[src/core/adc_seq_pkg.sv]
/*
  Package for the conversion sequencer: register offsets, field positions,
  reset values, timing constants and shared types.
  Assumes a 32-bit APB slave with word-aligned registers.
*/
package adc_seq_pkg;

  // ************************************************************
  // Register map
  // ************************************************************
  localparam logic [15:0] OFF_CONTROL_STATUS = 16'h1030;
  localparam logic [15:0] OFF_OPTION         = 16'h1034;
  localparam logic [15:0] OFF_LOWPOWER       = 16'h1038;
  localparam logic [15:0] OFF_RESULT_BASE    = 16'h1040;
  localparam logic [15:0] OFF_RESULT_LAST    = 16'h105C;

  // ************************************************************
  // Control/status fields
  // ************************************************************
  localparam int BIT_DONE  = 7;
  localparam int BIT_EIGHT_RESULT_SELECT = 6;
  localparam int BIT_SCAN  = 5;
  localparam int BIT_CHANNEL_GROUP_MODE  = 4;
  localparam int BIT_CSEL3 = 3;

  // Option fields
  localparam int BIT_POWER = 0;
  localparam int BIT_RCSEL = 1;
  localparam int BIT_DLY   = 2;

  // Low-power fields
  localparam int BIT_STOP  = 0;
  localparam int BIT_WAIT  = 1;

  // ************************************************************
  // Reset values
  // ************************************************************
  localparam logic [7:0] RST_CONTROL = 8'h00;
  localparam logic [2:0] RST_OPTION  = 3'h0;
  localparam logic [1:0] RST_LOWPWR  = 2'h0;

  // ************************************************************
  // Timing
  // ************************************************************
  localparam int CLK_MHZ            = 50;
  localparam int POWERUP_US         = 100;
  localparam int POWERUP_CYCLES     = POWERUP_US * CLK_MHZ;
  localparam int RC_START_MS        = 10;
  localparam int RC_START_CYCLES    = RC_START_MS * 1000 * CLK_MHZ;
  localparam int SET_OF_FOUR_CYCLES = 144;
  localparam int CONV_CYCLES        = SET_OF_FOUR_CYCLES / 4;
  localparam int SAMPLE_CYCLES      = CONV_CYCLES - 10;
  localparam int E_DIV              = 4;
  localparam int RC_DIV             = 33;
  localparam int RES_BITS           = 10;

  // ************************************************************
  // Types
  // ************************************************************
  typedef struct packed {
    logic       eight_result_select;
    logic       scan;
    logic       channel_group_mode;
    logic [3:0] chan;
  } seq_cfg_s;

  typedef struct packed {
    logic       we;
    logic [2:0] addr;
    logic [9:0] data;
  } res_wr_s;

endpackage

[src/core/adc_clk_div.sv]
/*
  Enable-pulse divider: one-cycle pulse every DIV cycles of pclk.
  Assumes pclk free-running; run low holds the counter at zero.
*/
`timescale 1ns/1ps
module adc_clk_div #(
  parameter int DIV = 4
) (
  // Clock and reset
  input  wire logic pclk,
  input  wire logic presetn,
  // Control
  input  wire logic run,
  output logic      tick
);

  localparam int W = $clog2(DIV + 1);

  logic [W-1:0] cnt_reg;
  logic [W-1:0] cnt_next;
  logic         tick_next;

  always_comb begin
    cnt_next  = cnt_reg;
    tick_next = 1'b0;
    if (!run) begin
      cnt_next = '0;
    end else if (cnt_reg == W'(DIV - 1)) begin
      cnt_next  = '0;
      tick_next = 1'b1;
    end else begin
      cnt_next = cnt_reg + W'(1);
    end
  end

  always_ff @(posedge pclk or negedge presetn) begin
    if (!presetn) begin
      cnt_reg <= '0;
      tick    <= 1'b0;
    end else begin
      cnt_reg <= cnt_next;
      tick    <= tick_next;
    end
  end

endmodule

[src/core/adc_result_mem.sv]
/*
  Eight-word result store; one write port, registered read port.
  Assumes writer and reader on pclk.
*/
`timescale 1ns/1ps
module adc_result_mem #(
  parameter int WIDTH = 10,
  parameter int DEPTH = 8
) (
  // Clock
  input  wire logic                     pclk,
  // Write port
  input  wire logic                     we,
  input  wire logic [$clog2(DEPTH)-1:0] waddr,
  input  wire logic [WIDTH-1:0]         wdata,
  // Read port
  input  wire logic [$clog2(DEPTH)-1:0] raddr,
  output logic      [WIDTH-1:0]         rdata
);

  logic [WIDTH-1:0] mem [DEPTH];

  // No reset: result contents are undefined until first converted
  always_ff @(posedge pclk) begin
    if (we) begin
      mem[waddr] <= wdata;
    end
    rdata <= mem[raddr];
  end

endmodule

[src/core/adc_conversion_sequencer.sv]
/*
  Conversion sequencer top: APB register slave, channel/slot sequencing,
  successive-approximation search and low-power handling.
  Assumes the comparator output is asynchronous and the stop/wait inputs come
  from the system's power controller as pins.
*/
`timescale 1ns/1ps

// Notes on behaviour
// - Single channel, four, continuous: keep converting, wrap over result slots 5 to 8.
// - Single channel, eight, single scan: slots 1 to 8 then halt until write.
// - Single channel, eight, continuous: ninth result goes to slot 1, wrap over all.
// - Multi channel, four: only top two select bits pick group 0-3, 4-7, 8-11 or 12-15.
// - Multi channel, four, single scan: group into slots 5 to 8, then stop.
// - Multi channel, four, continuous: cycle the group forever into slots 5 to 8.
// - Multi channel, eight, single scan: input n into slot n+1, low select bits ignored.
// - Multi channel, eight, continuous: all eight inputs, wrapping over slots 1 to 8.
// - Power enable low removes converter power; software waits 100 us after enabling.
// - Clock select 0 uses system clock, 1 uses internal oscillator near 1.5 MHz.
// - On system clock, switching and comparator sampling are synchronous to it.
// - Stop or wait mid-sequence suspends; resume re-samples channel and continues.
// - In stop, comparator, charge pump and oscillator are turned off.
// - Control register readable, writable any time; every write clears bit 7.
// - Done flag sets when a cycle of four or eight conversions completes.
// - In continuous modes done sets after first full pass, stays until write or power enable low.
// - Control write clears done, aborts conversion, restarts with new settings.
// - Eight-select 0 gives four conversions into four slots, 1 gives eight.
// - Scan 0 runs the selected count then stops; 1 repeats continuously.
// - Group mode 0 converts one channel repeatedly; 1 converts distinct channels.
// - Single channel, four, single scan: slots 5 to 8, then halt until write.
// - Results read left-justified in 16 bits, six low bits zero.
// - On the system clock each conversion takes 144 cycles, so a set of four takes 576.
// - Clearing power enable aborts a conversion in progress.
module adc_conversion_sequencer import adc_seq_pkg::*; #(
  parameter int RC_START_WAIT = RC_START_CYCLES
) (
  // APB slave
  input  wire logic        pclk,
  input  wire logic        presetn,
  input  wire logic        psel,
  input  wire logic        penable,
  input  wire logic        pwrite,
  input  wire logic [15:0] paddr,
  input  wire logic [31:0] pwdata,
  output logic             pready,
  output logic             pslverr,
  output logic [31:0]      prdata,
  // Analog front end
  input  wire logic        comp_in,
  output logic [3:0]       mux_sel,
  output logic [9:0]       dac_code,
  output logic             sample_hold,
  output logic             analog_power,
  output logic             rc_osc_enable,
  // Power controller pins
  input  wire logic        stop_in,
  input  wire logic        wait_in
);

  typedef enum logic [1:0] {S_IDLE, S_SAMPLE, S_SAR} conv_state_e;

  // ************************************************************
  // Input synchronisers
  // ************************************************************
  logic [2:0] sync1_reg;
  logic [2:0] sync2_reg;

  always_ff @(posedge pclk or negedge presetn) begin
    if (!presetn) begin
      sync1_reg <= 3'h0;
      sync2_reg <= 3'h0;
    end else begin
      sync1_reg <= {wait_in, stop_in, comp_in};
      sync2_reg <= sync1_reg;
    end
  end

  logic comp_s;
  logic stop_s;
  logic wait_s;
  assign comp_s = sync2_reg[0];
  assign stop_s = sync2_reg[1];
  assign wait_s = sync2_reg[2];

  // ************************************************************
  // Register access
  // ************************************************************
  logic        acc;
  logic        wr_ctl;
  logic        wr_opt;
  logic        res_hit;
  logic [2:0]  res_idx;
  logic [9:0]  res_rdata;
  logic [6:0]  ctl_reg;
  logic [6:0]  ctl_next;
  logic [2:0]  opt_reg;
  logic [2:0]  opt_next;
  logic        done_reg;
  logic        done_next;
  logic        rd_phase_reg;
  logic        rd_phase_next;
  logic        pready_next;
  logic        pslverr_next;
  logic [31:0] prdata_next;

  assign acc     = psel && penable && !pready;
  assign wr_ctl  = acc && rd_phase_reg && pwrite && (paddr == OFF_CONTROL_STATUS);
  assign wr_opt  = acc && rd_phase_reg && pwrite && (paddr == OFF_OPTION);
  assign res_hit = (paddr >= OFF_RESULT_BASE) && (paddr <= OFF_RESULT_LAST) && (paddr[1:0] == 2'b00);
  assign res_idx = paddr[4:2];

  seq_cfg_s cfg;
  assign cfg = ctl_reg;

  // Two-cycle access: first access cycle lets the result memory read settle
  always_comb begin
    rd_phase_next = rd_phase_reg;
    pready_next   = 1'b0;
    pslverr_next  = 1'b0;
    prdata_next   = 32'h0000_0000;
    ctl_next      = ctl_reg;
    opt_next      = opt_reg;
    if (acc && !rd_phase_reg) begin
      rd_phase_next = 1'b1;
    end else if (acc) begin
      rd_phase_next = 1'b0;
      pready_next   = 1'b1;
      if (paddr == OFF_CONTROL_STATUS) begin
        prdata_next = {24'h0, done_reg, ctl_reg};
        if (pwrite) begin
          ctl_next = pwdata[6:0];
        end
      end else if (paddr == OFF_OPTION) begin
        prdata_next = {29'h0, opt_reg};
        if (pwrite) begin
          opt_next = pwdata[2:0];
        end
      end else if (paddr == OFF_LOWPOWER) begin
        prdata_next = {30'h0, wait_s, stop_s};
        pslverr_next = pwrite;
      end else if (res_hit) begin
        prdata_next = {16'h0, res_rdata, 6'h00};
        pslverr_next = pwrite;
      end else begin
        pslverr_next = 1'b1;
      end
    end
  end

  always_ff @(posedge pclk or negedge presetn) begin
    if (!presetn) begin
      rd_phase_reg <= 1'b0;
      pready       <= 1'b0;
      pslverr      <= 1'b0;
      prdata       <= 32'h0000_0000;
      ctl_reg      <= RST_CONTROL[6:0];
      opt_reg      <= RST_OPTION;
    end else begin
      rd_phase_reg <= rd_phase_next;
      pready       <= pready_next;
      pslverr      <= pslverr_next;
      prdata       <= prdata_next;
      ctl_reg      <= ctl_next;
      opt_reg      <= opt_next;
    end
  end

  // ************************************************************
  // Conversion clocking
  // ************************************************************
  logic power_on;
  logic rc_sel;
  logic tick_e;
  logic tick_rc;
  logic tick;
  logic run_clk;

  assign power_on = opt_reg[BIT_POWER];
  assign rc_sel   = opt_reg[BIT_RCSEL];
  // Oscillator stops in stop mode
  assign run_clk  = power_on && !stop_s;

  // System-clock rate: all steps tied to pclk enables
  adc_clk_div #(.DIV(E_DIV)) u_div_e (
    .pclk    (pclk),
    .presetn (presetn),
    .run     (run_clk && !rc_sel),
    .tick    (tick_e)
  );

  // Oscillator stand-in; results still land on pclk, so at most one per cycle
  adc_clk_div #(.DIV(RC_DIV)) u_div_rc (
    .pclk    (pclk),
    .presetn (presetn),
    .run     (run_clk && rc_sel),
    .tick    (tick_rc)
  );

  assign tick = rc_sel ? tick_rc : tick_e;

  // ************************************************************
  // Sequencer and search
  // ************************************************************
  conv_state_e st_reg;
  conv_state_e st_next;
  logic [2:0]  idx_reg;
  logic [2:0]  idx_next;
  logic [5:0]  cnt_reg;
  logic [5:0]  cnt_next;
  logic [9:0]  sar_reg;
  logic [9:0]  sar_next;
  logic [3:0]  bit_reg;
  logic [3:0]  bit_next;
  logic [3:0]  mux_next;
  logic        sh_next;
  res_wr_s     wr;
  logic        suspend;

  // Channel for a sequence position
  function automatic logic [3:0] chan_of(input seq_cfg_s c, input logic [2:0] i);
    logic [3:0] r;
    r = c.chan;
    if (c.channel_group_mode && c.eight_result_select) begin
      r = {1'b0, i};
    end else if (c.channel_group_mode) begin
      r = {c.chan[3:2], i[1:0]};
    end
    return r;
  endfunction

  // Result slot: four-conversion modes use slots 5 to 8
  function automatic logic [2:0] slot_of(input seq_cfg_s c, input logic [2:0] i);
    return c.eight_result_select ? i : {1'b1, i[1:0]};
  endfunction

  assign suspend = stop_s || wait_s;

  always_comb begin
    st_next   = st_reg;
    idx_next  = idx_reg;
    cnt_next  = cnt_reg;
    sar_next  = sar_reg;
    bit_next  = bit_reg;
    done_next = done_reg;
    mux_next  = mux_sel;
    sh_next   = 1'b0;
    wr        = '0;
    if (wr_ctl || !power_on) begin
      st_next   = power_on ? S_SAMPLE : S_IDLE;
      idx_next  = 3'h0;
      cnt_next  = 6'h00;
      done_next = 1'b0;
    end else if (suspend && st_reg != S_IDLE) begin
      st_next  = S_SAMPLE;
      cnt_next = 6'h00;
    end else if (tick) begin
      mux_next = chan_of(cfg, idx_reg);
      case (st_reg)
        S_SAMPLE: begin
          sh_next = 1'b1;
          if (cnt_reg == 6'(SAMPLE_CYCLES - 1)) begin
            st_next  = S_SAR;
            sar_next = 10'h200;
            bit_next = 4'd9;
          end else begin
            cnt_next = cnt_reg + 6'h01;
          end
        end
        S_SAR: begin
          if (!comp_s) begin
            sar_next[bit_reg] = 1'b0;
          end
          if (bit_reg != 4'd0) begin
            sar_next[bit_reg - 4'd1] = 1'b1;
            bit_next = bit_reg - 4'd1;
          end else begin
            wr.we    = 1'b1;
            wr.addr  = slot_of(cfg, idx_reg);
            wr.data  = sar_next;
            cnt_next = 6'h00;
            idx_next = idx_reg + 3'h1;
            if (idx_reg == (cfg.eight_result_select ? 3'h7 : 3'h3)) begin
              done_next = 1'b1;
              idx_next  = 3'h0;
              st_next   = cfg.scan ? S_SAMPLE : S_IDLE;
            end else begin
              st_next = S_SAMPLE;
            end
          end
        end
        default: begin
          st_next = S_IDLE;
        end
      endcase
    end
  end

  always_ff @(posedge pclk or negedge presetn) begin
    if (!presetn) begin
      st_reg        <= S_IDLE;
      idx_reg       <= 3'h0;
      cnt_reg       <= 6'h00;
      sar_reg       <= 10'h000;
      bit_reg       <= 4'h0;
      done_reg      <= 1'b0;
      mux_sel       <= 4'h0;
      sample_hold   <= 1'b0;
      dac_code      <= 10'h000;
      analog_power  <= 1'b0;
      rc_osc_enable <= 1'b0;
    end else begin
      st_reg        <= st_next;
      idx_reg       <= idx_next;
      cnt_reg       <= cnt_next;
      sar_reg       <= sar_next;
      bit_reg       <= bit_next;
      done_reg      <= done_next;
      mux_sel       <= mux_next;
      sample_hold   <= sh_next;
      dac_code      <= sar_next;
      analog_power  <= power_on && !stop_s;
      rc_osc_enable <= run_clk && rc_sel;
    end
  end

  adc_result_mem #(.WIDTH(RES_BITS), .DEPTH(8)) u_mem (
    .pclk  (pclk),
    .we    (wr.we),
    .waddr (wr.addr),
    .wdata (wr.data),
    .raddr (res_idx),
    .rdata (res_rdata)
  );

  // ************************************************************
  // Checks
  // ************************************************************
  AST_WRITE_CLEARS_DONE: assert property (@(posedge pclk) disable iff (!presetn)
    wr_ctl |=> !done_reg) else $error("done flag not cleared by write");
  AST_POWER_OFF_IDLE: assert property (@(posedge pclk) disable iff (!presetn)
    !power_on |=> st_reg == S_IDLE) else $error("sequencer runs unpowered");
  AST_FOUR_SLOTS_HIGH: assert property (@(posedge pclk) disable iff (!presetn)
    wr.we && !cfg.eight_result_select |-> wr.addr[2]) else $error("four mode wrote low slot");
  AST_EIGHT_MULTI_SLOT: assert property (@(posedge pclk) disable iff (!presetn)
    wr.we && cfg.eight_result_select && cfg.channel_group_mode |-> wr.addr == mux_sel[2:0]) else $error("slot mismatch");
  AST_SINGLE_STOPS: assert property (@(posedge pclk) disable iff (!presetn)
    $rose(done_reg) && !cfg.scan && !wr_ctl |-> st_reg == S_IDLE) else $error("single scan kept running");
  AST_SCAN_CONTINUES: assert property (@(posedge pclk) disable iff (!presetn)
    $rose(done_reg) && cfg.scan && power_on && !suspend |-> st_reg == S_SAMPLE) else $error("scan halted");
  AST_DONE_STICKY: assert property (@(posedge pclk) disable iff (!presetn)
    done_reg && !wr_ctl && power_on |=> done_reg) else $error("done flag dropped");
  AST_STOP_POWERS_DOWN: assert property (@(posedge pclk) disable iff (!presetn)
    stop_s |=> !analog_power && !rc_osc_enable) else $error("analog on in stop");
  AST_GROUP_BITS: assert property (@(posedge pclk) disable iff (!presetn)
    wr.we && cfg.channel_group_mode && !cfg.eight_result_select |-> mux_sel[3:2] == cfg.chan[3:2]) else $error("group wrong");

endmodule

[config.mk]
export PLATFORM = sky130hd
export DESIGN_NAME = adc_conversion_sequencer
export DESIGN_NICKNAME = d
export VERILOG_FILES = /design/src/core/adc_seq_pkg.sv /design/src/core/adc_clk_div.sv /design/src/core/adc_result_mem.sv /design/src/core/adc_conversion_sequencer.sv
export SDC_FILE = /design/constraint.sdc
export NUM_CORES = 1
export LEC_CHECK = 0
export BUFFER_PORTS_ARGS = -buffer_cell sky130_fd_sc_hd__buf_2
export CORE_MARGIN = 2
export CORE_UTILIZATION = 32
export CTS_CLUSTER_SIZE = 12
export DETAILED_ROUTE_END_ITERATION = 7
export PLACE_DENSITY_LB_ADDON = 0.12
export REMOVE_ABC_BUFFERS = 1
export SYNTH_ARGS = -nofsm -noshare
export SYNTH_HDL_FRONTEND = slang
export SYNTH_SLANG_ARGS = --single-unit
[constraint.sdc]
create_clock -name pclk -period 6.07 [get_ports pclk]
set_input_delay 1.214 -clock pclk [delete_from_list [all_inputs] [get_ports pclk]]
set_output_delay 1.214 -clock pclk [all_outputs]
set_load 0.1 [all_outputs]
## After elaboration in Yosys (flattened, before gate mapping)

Memory sizes are Yosys's and may differ from the RTL's. A register that Yosys moved wholly into a read port is not among the register bits.
Cells that the tools add are included.

| storage, ports and cells | value |
|---|---|
| input bits | 56 |
| memories | 1 |
| output and inout bits | 51 |
| bits in latches | 0 |
| register bits | 95 |
| memory bits (read-only) | 0 |
| word-level logic and storage cells | 180 |
| RAM bits | 80 |

Memories:

| memory | depth | width | rd ports | clocked after Yosys merged registers in | wr ports | RTL line | RTL |
|---|---|---|---|---|---|---|---|
| u_mem.mem | 8 | 10 | 1 | 1 | 1 | adc_result_mem.sv:21 | `logic [WIDTH-1:0] mem [DEPTH];` |

| cells by class | value |
|---|---|
| add/sub/neg operators | 5 |
| bitwise gates (word level) | 7 |
| $lt $le $gt $ge | 6 |
| reductions and logical operators | 41 |
| equality and inequality tests | 16 |
| shift-type cells | 0 |
| divide/modulo/power cells | 0 |
| multiply operators | 0 |
| multiplexer cells | 82 |

Operators with widths:

| cell | number |
|---|---|
| $mux 16 | 6 |
| $mux 10 | 7 |
| $mux 14 | 5 |
| $eq 16x13->1 const B | 3 |
| $mux 6 | 7 |
| $mux 1 | 32 |
| $mux 3 | 10 |
| $pmux 10 s2 | 1 |
| $ge 16x13->1 const B | 1 |
| $le 16x13->1 const B | 1 |
| $logic_and 1x1->1 | 15 |
| $reduce_and 5->1 | 3 |
| $add 6x1->6 const B | 2 |
| $mux 2 | 6 |
| $mux 4 | 3 |
| $ne 4x4->1 const B | 3 |
| $pmux 6 s2 | 1 |
| $reduce_and 4->1 | 3 |
| $reduce_bool 2->1 | 6 |
| $and 10x10->10 | 1 |
| $lt 4x5->1 const B | 2 |
| $not 10->10 | 1 |
| $or 10x10->10 | 1 |
| $demux 1 s4 | 2 |
| other kinds (20) | 35 |

## Depth between registers and ports, before layout

Gate-level depths: netlist of the first run.

| logic depth | value |
|---|---|
| depth in word-level cells | 18 |
| gate-level depth with buffers | 9 |
| gate-level depth less buffers | 7 |

## Hierarchy

Synthesis of the first run repeated with hierarchy kept, for this count alone.

| unflattened totals | value |
|---|---|
| cell total of the unflattened synthesis | 540 |
| area total of the unflattened synthesis | 7543.5 sq um |

By module, submodules not included:

| module | area an instance (sq um) | seq. area each (sq um) | times used | cells an instance |
|---|---|---|---|---|
| adc_conversion_sequencer | 3729.8 | 1701.6 | 1 | 363 |
| adc_result_mem | 3333.2 | 2602.5 | 1 | 138 |
| adc_clk_div (u_div_rc) | 321.6 | 175.2 | 1 | 28 |
| adc_clk_div (u_div_e) | 158.9 | 100.1 | 1 | 11 |

## Worst setup path after synthesis of the first run

OpenSTA, ideal clock, no wires.

| timing path | value |
|---|---|
| path kind | input port to flip-flop |
| start | input paddr[2] |
| end | memory u_mem.mem[4][0], enable pin |
| setup time | 404 ps |
| path buffers | 1 |
| setup slack | 2866 ps |
| arrival time | 2801 ps |
| cell stages on the path | 5 |
| data required time | 5666 ps |
| cell sequence | clkbuf_1 nor2_1 nand4_1 o211ai_2 nor4_1 |

| between the ends | value |
|---|---|
| longest elaborated chain between the ends | 6 |

Ends and longest elaborated chain:

| item | RTL line | RTL |
|---|---|---|
| from (decl) | adc_conversion_sequencer.sv:43 | `input wire logic [15:0] paddr,` |
| $eq 16x13->1 (*) | adc_conversion_sequencer.sv:107 | `assign wr_ctl = acc && rd_phase_reg && pwrite && (paddr == OFF_CONTROL_STATUS);` |
| $logic_and 1x1->1 (*) | adc_conversion_sequencer.sv:107 |  |
| $logic_or 1x1->1 (*) | adc_conversion_sequencer.sv:248 | `if (wr_ctl \|\| !power_on) begin` |
| $mux 14 (*) | adc_conversion_sequencer.sv:248 |  |
| $mux 1 | adc_result_mem.sv:25 | `if (we) begin` |
| $mux 1 (implied by the code) | adc_result_mem.sv:26 | `mem[waddr] <= wdata;` |
| to (decl) | adc_result_mem.sv:21 |  |

Every way passes the cells marked *; elsewhere a longest branch is shown, timed or not.

## Final worst setup path of the first run

| timing path | value |
|---|---|
| start | register st_reg[0] |
| end | memory u_mem.mem[2][8], enable pin |

| between the ends | value |
|---|---|
| longest elaborated chain between the ends | 7 |
| elaborated cells on any way between the ends | 9 |
| classes of those cells | eq/ne (1); mux (6); reduce/logical (2) |

Ends and longest elaborated chain:

| item | RTL line | RTL |
|---|---|---|
| from (decl) | adc_conversion_sequencer.sv:204 | `conv_state_e st_reg;` |
| from (signal assigned) | adc_conversion_sequencer.sv:312 | `st_reg <= st_next;` |
| $eq 2x2->1 | adc_conversion_sequencer.sv:258 | `case (st_reg)` |
| $mux 14 | adc_conversion_sequencer.sv:258 |  |
| $mux 14 | adc_conversion_sequencer.sv:256 | `end else if (tick) begin` |
| $mux 14 (*) | adc_conversion_sequencer.sv:253 | `end else if (suspend && st_reg != S_IDLE) begin` |
| $mux 14 (*) | adc_conversion_sequencer.sv:248 |  |
| $mux 1 | adc_result_mem.sv:25 |  |
| $mux 1 (implied by the code) | adc_result_mem.sv:26 |  |

Marks and branches as above.

==> results of run 1 <==
how the worst max path moves through the flow:
| stage | slack, ps | start | to | cells after the start |
|---|---|---|---|---|
| 6_report | 2240 | st_reg[0] | u_mem.mem[2][8] | 6 |
| 5_1_grt | 1850 | st_reg[0] | u_mem.mem[2][2] | 6 |
| 4_1_cts | 2070 | st_reg[0] | u_mem.mem[2][2] | 6 |
| 3_5_place_dp | 2090 | st_reg[0] | u_mem.mem[2][5] | 6 |
| 3_3_place_gp | 2220 | st_reg[0] | u_mem.mem[2][5] | 6 |
| 2_1_floorplan | 2690 | st_reg[0] | u_mem.mem[4][0] | 6 |
layout make-up:
type / instances / area, um^2
fillers: 2151 / 14060
flip-flops and latches: 169 / 4579
multi-input cells: 326 / 2634
clock buffers: 19 / 432.9
well taps: 285 / 356.6
repair buffers: 67 / 342.8
clock inverters: 13 / 166.4
inverters: 18 / 67.56
metal layers:
metal / global-route usage [%] / routed length, um
met1: 17.03 / 6944
met5: 0 / 0
met4: 3.888 / 140
met3: 3.056 / 527
met2: 23.64 / 8022
synthesized netlist by cell type, types with 7 or more instances:
cell      number
and2_1        10
a21oi_1       13
nor3_1        11
mux2_2        25
nand2b_1      11
nand3_1       11
and3_1         9
dfxtp_1       10
ha_1          16
edfxtp_1      80
o21ai_0       29
clkbuf_1      10
dfrtp_1       79
buf_4         17
nand2_1       25
mux2i_1        8
nor2_1        39
inv_1         18
buf_2          7
mux4_2        20
critical path, delay by kind of cell, from the launching register on:
kind                       cells  cell delay (ps)
buffers and inverters          1              110
DFF                            1              400
adders and majority gates      1              770
AOI/OAI and AO/OA              1              460
and+or+nand+nor                3             1690
cells by family (layout without fill, tap and decap cells):
kind of cell / Yosys count / count (layout) / synth area share (%)
buffers and inverters: 56 / 117 / 3.925
other: 1 / 16 / 0.05071
AO/OA/AOI/OAI: 78 / 78 / 7.124
XOR/XNOR: 6 / 6 / 0.7108
multiplexers: 54 / 54 / 11.18
AND/OR/NAND/NOR: 156 / 156 / 12.37
flip-flops: 169 / 169 / 61.93
adder cells (fa/ha/maj): 16 / 16 / 2.707
metrics by stage:
stage                     hold slack, ps  setup slack [ps]  area (um^2)
after global placement             337.3              2219         7980
after CTS                          351.0              2073         8579
after global routing               357.0              1854         8579
after floorplan                    331.2              2693         7228
final                              350.0              2235         8579
after detailed placement           335.5              2086         7980
power breakdown:
group | switching, uW | total [uW] | internal, uW
logic | 128 | 178 | 50.4
clock network | 450 | 1100 | 653
registers | 20.5 | 1230 | 1210
==> results by group, run 1 <==
Power
  • Lkg Pwr: 0.003426 uW
  • Pwr Density: 292.3 nW/um^2
  • VDD IR max: 0.1677 mV
  • Final Power: 2508 uW

Routing
  • Final antenna-violating net count: 0
  • DRT Wirelength: 15640 um
  • Number of DRC markers in iteration 0: 272
  • WL/cell: 17.43 um
  • Vias per cell: 4.856
  • Vias: 4356
  • Post-route DRC: 0
  • Pre-Repair DR Iteration Count: 4

Synth
  • Register area share after synthesis: 61.93%
  • Synth area leader: edfxtp_1
  • Top-area cell type share of the netlist area: 32.49%
  • Yosys cell types: 66
  • Ys flop type: edfxtp_1
  • FFs w/ async S/R, synth: 46.75%
  • Top cells by area, synth: edfxtp_1 (32%), dfrtp_1 (27%), mux4_2 (6.1%)
  • FF+latch count, synth: 169
  • Gate Count Post-Synth: 536
  • YS warnings: 0
  • Cell Area, Synth: 7395 um^2
  • EDFF count, synth: 80
  • Synth Area per Inst: 13.80 um^2

Timing
  • RSZ-0062 raised after global routing: no
  • Final Skew: 8.697 ps
  • Max Slew Vio Count: 0
  • Max Freq: 0.2608 GHz
  • Final period util: 63.18%
  • Final hold vios: 0
  • Min Clock Period, post-route: 3835 ps
  • Relative slew slack: 23.79%
  • Endpoints failing setup: 0
  • Fin Setup TNS: 0 ps
  • Worst Tran Pin Value: 1139 ps

Job
  • Max_cap viols: 0

GRT
  • First-pass GRT wire length: 24920 um
  • GR Overflow Total: 0
  • GRT Util Overall: 13.60%
  • Largest net degree at the start of global routing: 50
  • Initial antenna violation count: 0
  • Vias in the first global route: 4568

Floorplan
  • Die Wd: 156.0 um
  • Initial Utilization: 32.66%
  • Core area: 22640 um^2
  • Height of the die: 156.0 um
  • # rows: 55
  • Ports: 107
  • Die area: 24340 um^2

Layout
  • Fin util: 37.89%
  • Most frequent cells in the layout: edfxtp_1 (80), dfrtp_1 (79), buf_2 (64)
  • Commonest non-fill, non-tap cell in the layout: edfxtp_1
  • Max reg flops: 80
  • Share of cells above drive strength 1: 27.61%
  • Antenna fix cells: 0
  • Final #Nets: 671
  • Area Growth Syn to Fin: 16.02%
  • Biggest regs: u_mem.mem (80), prdata (16)
  • Fin cells: 897
  • Largest Register: u_mem.mem

Status
  • Status: complete, no violations

Critical path
  • Crit path kind: flop to flop
  • Register-to-Register Path Depth: 6
  • R2r setup slk: 2240 ps
  • Crit Path Max Fanout: 26
  • Critical path data required time: 6110 ps
  • FF-to-FF End: u_mem.mem[2][8]
  • Crit path DAT: 3870 ps
  • R2R Path Start: st_reg[0]
  • Critical path startpoint category: flop
  • Cell Chain, Critical Path: inv_1 -> ha_1 -> nand4bb_1 -> nor3b_2 -> o211ai_2 -> nor3_2
  • Slowest cell on the critical path: nor3_2
  • Critical Path End Type: flop
  • CP peak stage delay: 940 ps

Clock network
  • TritonCTS Buffers: 17
  • Post-CTS Hold Fix Bufs: 0
  • Root buf cell: clkbuf_16
  • Worst-case clock buffer depth: 2
  • CTS sink cnt: 169
  • Postcts setup bufs: 0
  • CTS tree: built
  • Resize count post-CTS: 0
  • Reg clk slew, reported paths: 70 ps
  • Insertion delay to the later sink of the worst-skew pair: 420 ps
  • H-tree levels: 4

Placed design
  • IO buf count: 65
  • Number of instances in the placed design: 865
  • Dpl hpwl: 10540 um
  • Routability cong.: 0.7899

Worst hold path
  • Worst hold stages: 0
  • Class of the tightest hold or removal check: flop to flop
  • HP Start: sync1_reg[0]
  • Hold Path Sink: sync2_reg[0]
Note: power is estimated with default switching activity, not from simulation.
==> run 2: changes to the inputs <==
==> constraint.sdc (replaced) <==
create_clock -name pclk -period 3.8 [get_ports pclk]
set_input_delay 0.76 -clock pclk [delete_from_list [all_inputs] [get_ports pclk]]
set_output_delay 0.76 -clock pclk [all_outputs]
set_load 0.1 [all_outputs]
==> run 2 against run 1 <==
Worst hold slack gained 5.0 ps. Die area is the same. Register-to-register slack lost 1600 ps. Utilization grew 0.36 points. Wire length grew 2.3%. Clock power grew 65%. Total power grew 62%. Critical path depth grew 1. Critical path type unchanged. Critical endpoint is now u_mem.mem[0][2]. Highest routed layer unchanged.
==> results by group, run 2 (synthesized netlist as in run 1, its figures left out) <==
Critical path
  • R2R Path Start: bit_reg[0]
  • Critical path startpoint category: flop
  • Slowest cell on the critical path: nor3b_2
  • Cell Chain, Critical Path: inv_1 -> ha_1 -> nand4bb_1 -> nor3b_2 -> o211ai_2 -> nor4b_2 -> buf_4
  • R2r setup slk: 650 ps
  • Register-to-Register Path Depth: 7
  • Critical path data required time: 3920 ps
  • CP peak stage delay: 500 ps
  • Crit path kind: flop to flop
  • FF-to-FF End: u_mem.mem[0][2]
  • Critical Path End Type: flop
  • Crit Path Max Fanout: 14
  • Crit path DAT: 3260 ps

Clock network
  • CTS tree: built
  • Resize count post-CTS: 0
  • Postcts setup bufs: 0
  • Root buf cell: clkbuf_16
  • Insertion delay to the later sink of the worst-skew pair: 420 ps
  • CTS sink cnt: 169
  • H-tree levels: 4
  • Reg clk slew, reported paths: 60 ps
  • TritonCTS Buffers: 17
  • Worst-case clock buffer depth: 2
  • Post-CTS Hold Fix Bufs: 0

Routing
  • WL/cell: 17.57 um
  • Vias per cell: 4.849
  • Post-route DRC: 0
  • Vias: 4413
  • Pre-Repair DR Iteration Count: 4
  • Final antenna-violating net count: 0
  • Number of DRC markers in iteration 0: 285
  • DRT Wirelength: 15990 um

Worst hold path
  • Hold Path Sink: sync2_reg[1]
  • HP Start: sync1_reg[1]
  • Worst hold stages: 0
  • Class of the tightest hold or removal check: flop to flop

Power
  • Pwr Density: 468.8 nW/um^2
  • Flop pwr share: 48.1%
  • Clock share of power: 44.7%
  • Net switching power: 939.1 uW
  • VDD IR max: 0.2782 mV
  • Switching share of total power: 23.13%
  • Comb power frac: 7.2%
  • Lkg Pwr: 0.003523 uW
  • Int Power: 3122 uW

Timing
  • Max Freq: 0.3177 GHz
  • Final period util: 82.83%
  • Final hold vios: 0
  • Fin Setup TNS: 0 ps
  • Worst setup slack after layout: 652.6 ps
  • Max Slew Vio Count: 0
  • Min Clock Period, post-route: 3147 ps
  • Final Skew: 9.130 ps
  • Relative slew slack: 30.68%
  • Worst Tran Pin Value: 1040 ps
  • RSZ-0062 raised after global routing: no
  • Endpoints failing setup: 0

Placed design
  • IO buf count: 65
  • Number of instances in the placed design: 879
  • Place WS: 641.3 ps
  • Dpl hpwl: 10800 um
  • Routability cong.: 0.7835

GRT
  • Initial antenna violation count: 0
  • Vias in the first global route: 4743
  • Largest net degree at the start of global routing: 76
  • GRT Util Overall: 13.86%
  • First-pass GRT wire length: 25380 um
  • GR Overflow Total: 0

Floorplan
  • Ports: 107
  • Core area: 22640 um^2
  • Die Wd: 156.0 um
  • Die area: 24340 um^2
  • Initial Utilization: 32.66%
  • # rows: 55
  • Height of the die: 156.0 um

Layout
  • Commonest non-fill, non-tap cell in the layout: edfxtp_1
  • Largest Register: u_mem.mem
  • Final #Nets: 685
  • Filler cells: 2131
  • Antenna fix cells: 0
  • Max reg flops: 80
  • Area Growth Syn to Fin: 17.14%
  • Fin cells: 910
  • Biggest regs: u_mem.mem (80), prdata (16)
  • Share of cells above drive strength 1: 28.32%
  • Most frequent cells in the layout: edfxtp_1 (80), dfrtp_1 (79), buf_2 (64)

Job
  • Max_cap viols: 0

Status
  • Status: complete, no violations
-- run 2: changes by cell type in the layout (fill, tap and decap cells not counted), sizes merged --
cell / previous run / this run
clkinv: 6 / 5
inv: 22 / 19
buf: 67 / 81
clkinvlp: 0 / 1
clkbuf: 19 / 21
-- run 2: worst max-delay path, delay by kind of cell (launching register included) --
| kind | cells | cell delay, ps |
|---|---|---|
| buf+inv | 2 | 400 |
| simple gates | 3 | 1100 |
| flops | 1 | 460 |
| fa+ha+maj | 1 | 460 |
| compound gates | 1 | 410 |
-- run 2: cell type report --
| class | count | area (um^2) | area share [%] |
|---|---|---|---|
| inverters | 18 | 67.56 | 0.7800 |
| clock inverters | 10 | 140.1 | 1.618 |
| clock buffers | 21 | 483.0 | 5.576 |
| multi-input cells | 326 | 2587 | 29.87 |
| repair buffers | 81 | 447.9 | 5.171 |
| flip-flops and latches | 169 | 4579 | 52.87 |
| well taps | 285 | 356.6 | 4.117 |
-- run 2: metrics by stage --
stage	total power (uW)	hold WS, ps	cell area, um^2	utilization, %
detailed placement	2288	343.3	8039	35.51
global placement	2284	341.2	8039	35.51
CTS	4111	358.1	8662	38.26
global route	4216	361.2	8662	38.26
floorplan	2189	331.2	7228	-
finish	4061	355.0	8662	38.26
-- run 2: routing by layer --
layer / GRT usage (%) / part of all wire [%] / vias up
li1: - / - / 2087
met1: 17.01 / 44 / 2220
met2: 24.25 / 51 / 83
met3: 3.028 / 3.0 / 23
met4: 4.587 / 1.4 / 0
met5: 0 / 0 / -
-- run 2: worst max-delay path by stage --
stage	from	to	slack (ps)	cells after the start
global route	bit_reg[0]	u_mem.mem[0][0]	320	7
finish	bit_reg[0]	u_mem.mem[0][2]	650	7
global placement	bit_reg[0]	u_mem.mem[0][5]	730	7
floorplan	st_reg[0]	u_mem.mem[4][0]	420	6
detailed placement	bit_reg[0]	u_mem.mem[0][5]	640	7
CTS	bit_reg[0]	u_mem.mem[0][0]	620	7
-- run 2: power by group through the flow --
stage	logic [uW]	clock network, uW	registers (uW)
after CTS	299	1860	1950
after global routing	320	1940	1960
after floorplan	172	0	2020
final	293	1810	1950
after global placement	295	0	1990
after detailed placement	298	0	1990
==> run 3: changes to the inputs <==
--- a/config.mk
+++ b/config.mk
@@ -5,6 +5,7 @@
 export SDC_FILE = /design/constraint.sdc
 export NUM_CORES = 1
 export LEC_CHECK = 0
+export ABC_AREA = 1
 export BUFFER_PORTS_ARGS = -buffer_cell sky130_fd_sc_hd__buf_2
 export CORE_MARGIN = 2
 export CORE_UTILIZATION = 32
==> constraint.sdc (replaced) <==
create_clock -name pclk -period 2.98 [get_ports pclk]
set_input_delay 0.596 -clock pclk [delete_from_list [all_inputs] [get_ports pclk]]
set_output_delay 0.596 -clock pclk [all_outputs]
set_load 0.1 [all_outputs]
==> run 3 against run 2 <==
Synthesized area increased by 1.0%. Sequential power increased by 26%. Clock skew increased by 3.2 ps. Largest power group unchanged. Worst hold slack got worse by 280 ps. Critical endpoint is now u_mem.mem[5][8]. Sequential share of layout area decreased by 0.63 points. Utilization increased by 0.22 points. Total power increased by 21%. Non-clock buffer count increased by 1.
==> results by group, run 3 <==
Critical path
  • FF-to-FF End: u_mem.mem[5][8]
  • Setup crit start: bit_reg[1]
  • R2R Path Start: bit_reg[1]
  • R2r setup slk: 310 ps
  • Register-to-Register Path Depth: 8
  • Crit path DAT: 2710 ps
  • Critical Path End Type: flop
  • Crit Path Max Fanout: 10
  • Crit path kind: flop to flop
  • Critical path data required time: 3030 ps
  • Critical path startpoint category: flop

Placed design
  • Dpl hpwl: 12300 um
  • Routability cong.: 0.8148
  • IO buf count: 65

Synth
  • Synth area leader: edfxtp_1
  • Yosys cell types: 38
  • FFs w/ async S/R, synth: 46.75%
  • Ys flop type: edfxtp_1
  • Register area share after synthesis: 61.29%
  • Most frequent cells after synthesis: nand2_1 (191), edfxtp_1 (80), dfrtp_1 (79), nor2_1 (71), inv_1 (63)
  • Top-area cell type share of the netlist area: 32.15%
  • Most common cell in the netlist: nand2_1
  • EDFF count, synth: 80
  • Synth Area per Inst: 10.10 um^2
  • Cell Area, Synth: 7472 um^2
  • YS warnings: 0
  • FF+latch count, synth: 169
  • Gate Count Post-Synth: 740
  • Top cells by area, synth: edfxtp_1 (32%), dfrtp_1 (26%), nand2_1 (9.6%)

Routing
  • DRT Wirelength: 17240 um
  • Vias per cell: 4.524
  • Vias: 5194
  • WL/cell: 15.02 um
  • Number of DRC markers in iteration 0: 265
  • Post-route DRC: 0
  • Pre-Repair DR Iteration Count: 4
  • Final antenna-violating net count: 0

Power
  • Lkg Pwr: 0.003766 uW
  • VDD IR max: 0.3218 mV
  • Pwr Density: 562.4 nW/um^2

GRT
  • Initial antenna violation count: 0
  • Largest net degree at the start of global routing: 61
  • First-pass GRT wire length: 27870 um
  • GRT Util Overall: 14.87%
  • GR Overflow Total: 0
  • Vias in the first global route: 5232

Clock network
  • CTS tree: built
  • TritonCTS Buffers: 17
  • Resize count post-CTS: 0
  • Insertion delay to the later sink of the worst-skew pair: 420 ps
  • Postcts setup bufs: 0
  • H-tree levels: 4
  • Root buf cell: clkbuf_16
  • Reg clk slew, reported paths: 70 ps
  • Worst-case clock buffer depth: 2
  • Post-CTS Hold Fix Bufs: 0
  • CTS sink cnt: 169

Floorplan
  • Core area: 22780 um^2
  • Height of the die: 156.8 um
  • # rows: 55
  • Ports: 107
  • Die Wd: 156.8 um
  • Die area: 24590 um^2
  • Initial Utilization: 32.80%

Layout
  • Final #Nets: 894
  • Share of cells above drive strength 1: 17.60%
  • Max reg flops: 80
  • Most frequent cells in the layout: nand2_1 (191), edfxtp_1 (80), dfrtp_1 (79)
  • Commonest non-fill, non-tap cell in the layout: nand2_1
  • Biggest regs: u_mem.mem (80), prdata (16)
  • Antenna fix cells: 0
  • Area Growth Syn to Fin: 17.31%
  • Filler cells: 2268
  • Largest Register: u_mem.mem

Timing
  • Final hold slack: 73.20 ps
  • Fin Setup TNS: 0 ps
  • Min Clock Period, post-route: 2665 ps
  • Endpoints failing setup: 0
  • Max Freq: 0.3752 GHz
  • Final hold vios: 0
  • RSZ-0062 raised after global routing: no
  • Max Slew Vio Count: 0
  • Final Skew: 12.29 ps
  • Final period util: 89.44%
  • Worst Tran Pin Value: 937.9 ps
  • Relative slew slack: 37.13%

Status
  • Status: complete, no violations

Job
  • Max_cap viols: 0

Worst hold path
  • Class of the tightest hold or removal check: input pin to async pin
run 3: worst max-delay path by stage:
stage	endpoint	slack [ps]	cells past startpoint
after global routing	u_mem.mem[5][8]	8	8
after global placement	u_mem.mem[5][2]	290	8
after detailed placement	u_mem.mem[5][2]	290	8
after CTS	u_mem.mem[5][8]	270	8
after floorplan	u_mem.mem[0][0]	60	7
final	u_mem.mem[5][8]	310	8
run 3: layout make-up:
cell class	count	area, um^2	share of cell area, %
flip-flops and latches	169	4579	52.24
clock buffers	19	464.2	5.295
inverters	73	274.0	3.126
clock inverters	13	127.6	1.456
multi-input cells	479	2461	28.08
repair buffers	82	467.9	5.338
well taps	313	391.6	4.468
run 3: cells by family after synthesis:
kind of cell / synth area share, %
simple gates: 22.29
flops: 61.29
buf+inv: 6.731
other cells: 0.05019
xor+xnor: 0.5862
compound gates: 6.380
fa+ha+maj: 2.679
run 3: power breakdown:
part	total (uW)	switching, uW	leakage [uW]	internal, uW
registers	2460	10.9	0.00171	2450
logic	279	219	0.00176	59.7
clock network	2190	1010	0.000292	1180
total	4930	1240	0.00377	3690
run 3: per-stage QoR:
stage | setup slack [ps] | instances | util (%) | power [uW] | instance area [um^2]
after CTS | 272.2 | 1148 | 38.48 | 5000 | 8766
after global routing | 7.580 | 1148 | 38.48 | 5119 | 8766
after detailed placement | 289.2 | 1116 | 35.89 | 2792 | 8174
after global placement | 288.6 | 1116 | 35.89 | 2788 | 8174
after floorplan | 63.88 | 721 | - | 2694 | 7300
final | 314.7 | 1148 | 38.48 | 4930 | 8766
run 3: worst max-delay path: stages (launching register included):
cell and delay [ps]:
dfrtp_1 450, inv_1 110, ha_1 290, nand3_4 160
inv_2 80, nand2_2 70, nor2_4 200, nand4_1 180
nor3_2 740
run 3: metal layers:
metal | part of all wire, % | vias to the layer above | GRT usage (%)
met3 | 3.6 | 17 | 3.074
met1 | 47 | 2480 | 19.15
li1 | - | 2611 | -
met4 | 1.4 | 0 | 4.718
met5 | 0 | - | 0
met2 | 48 | 86 | 25.06
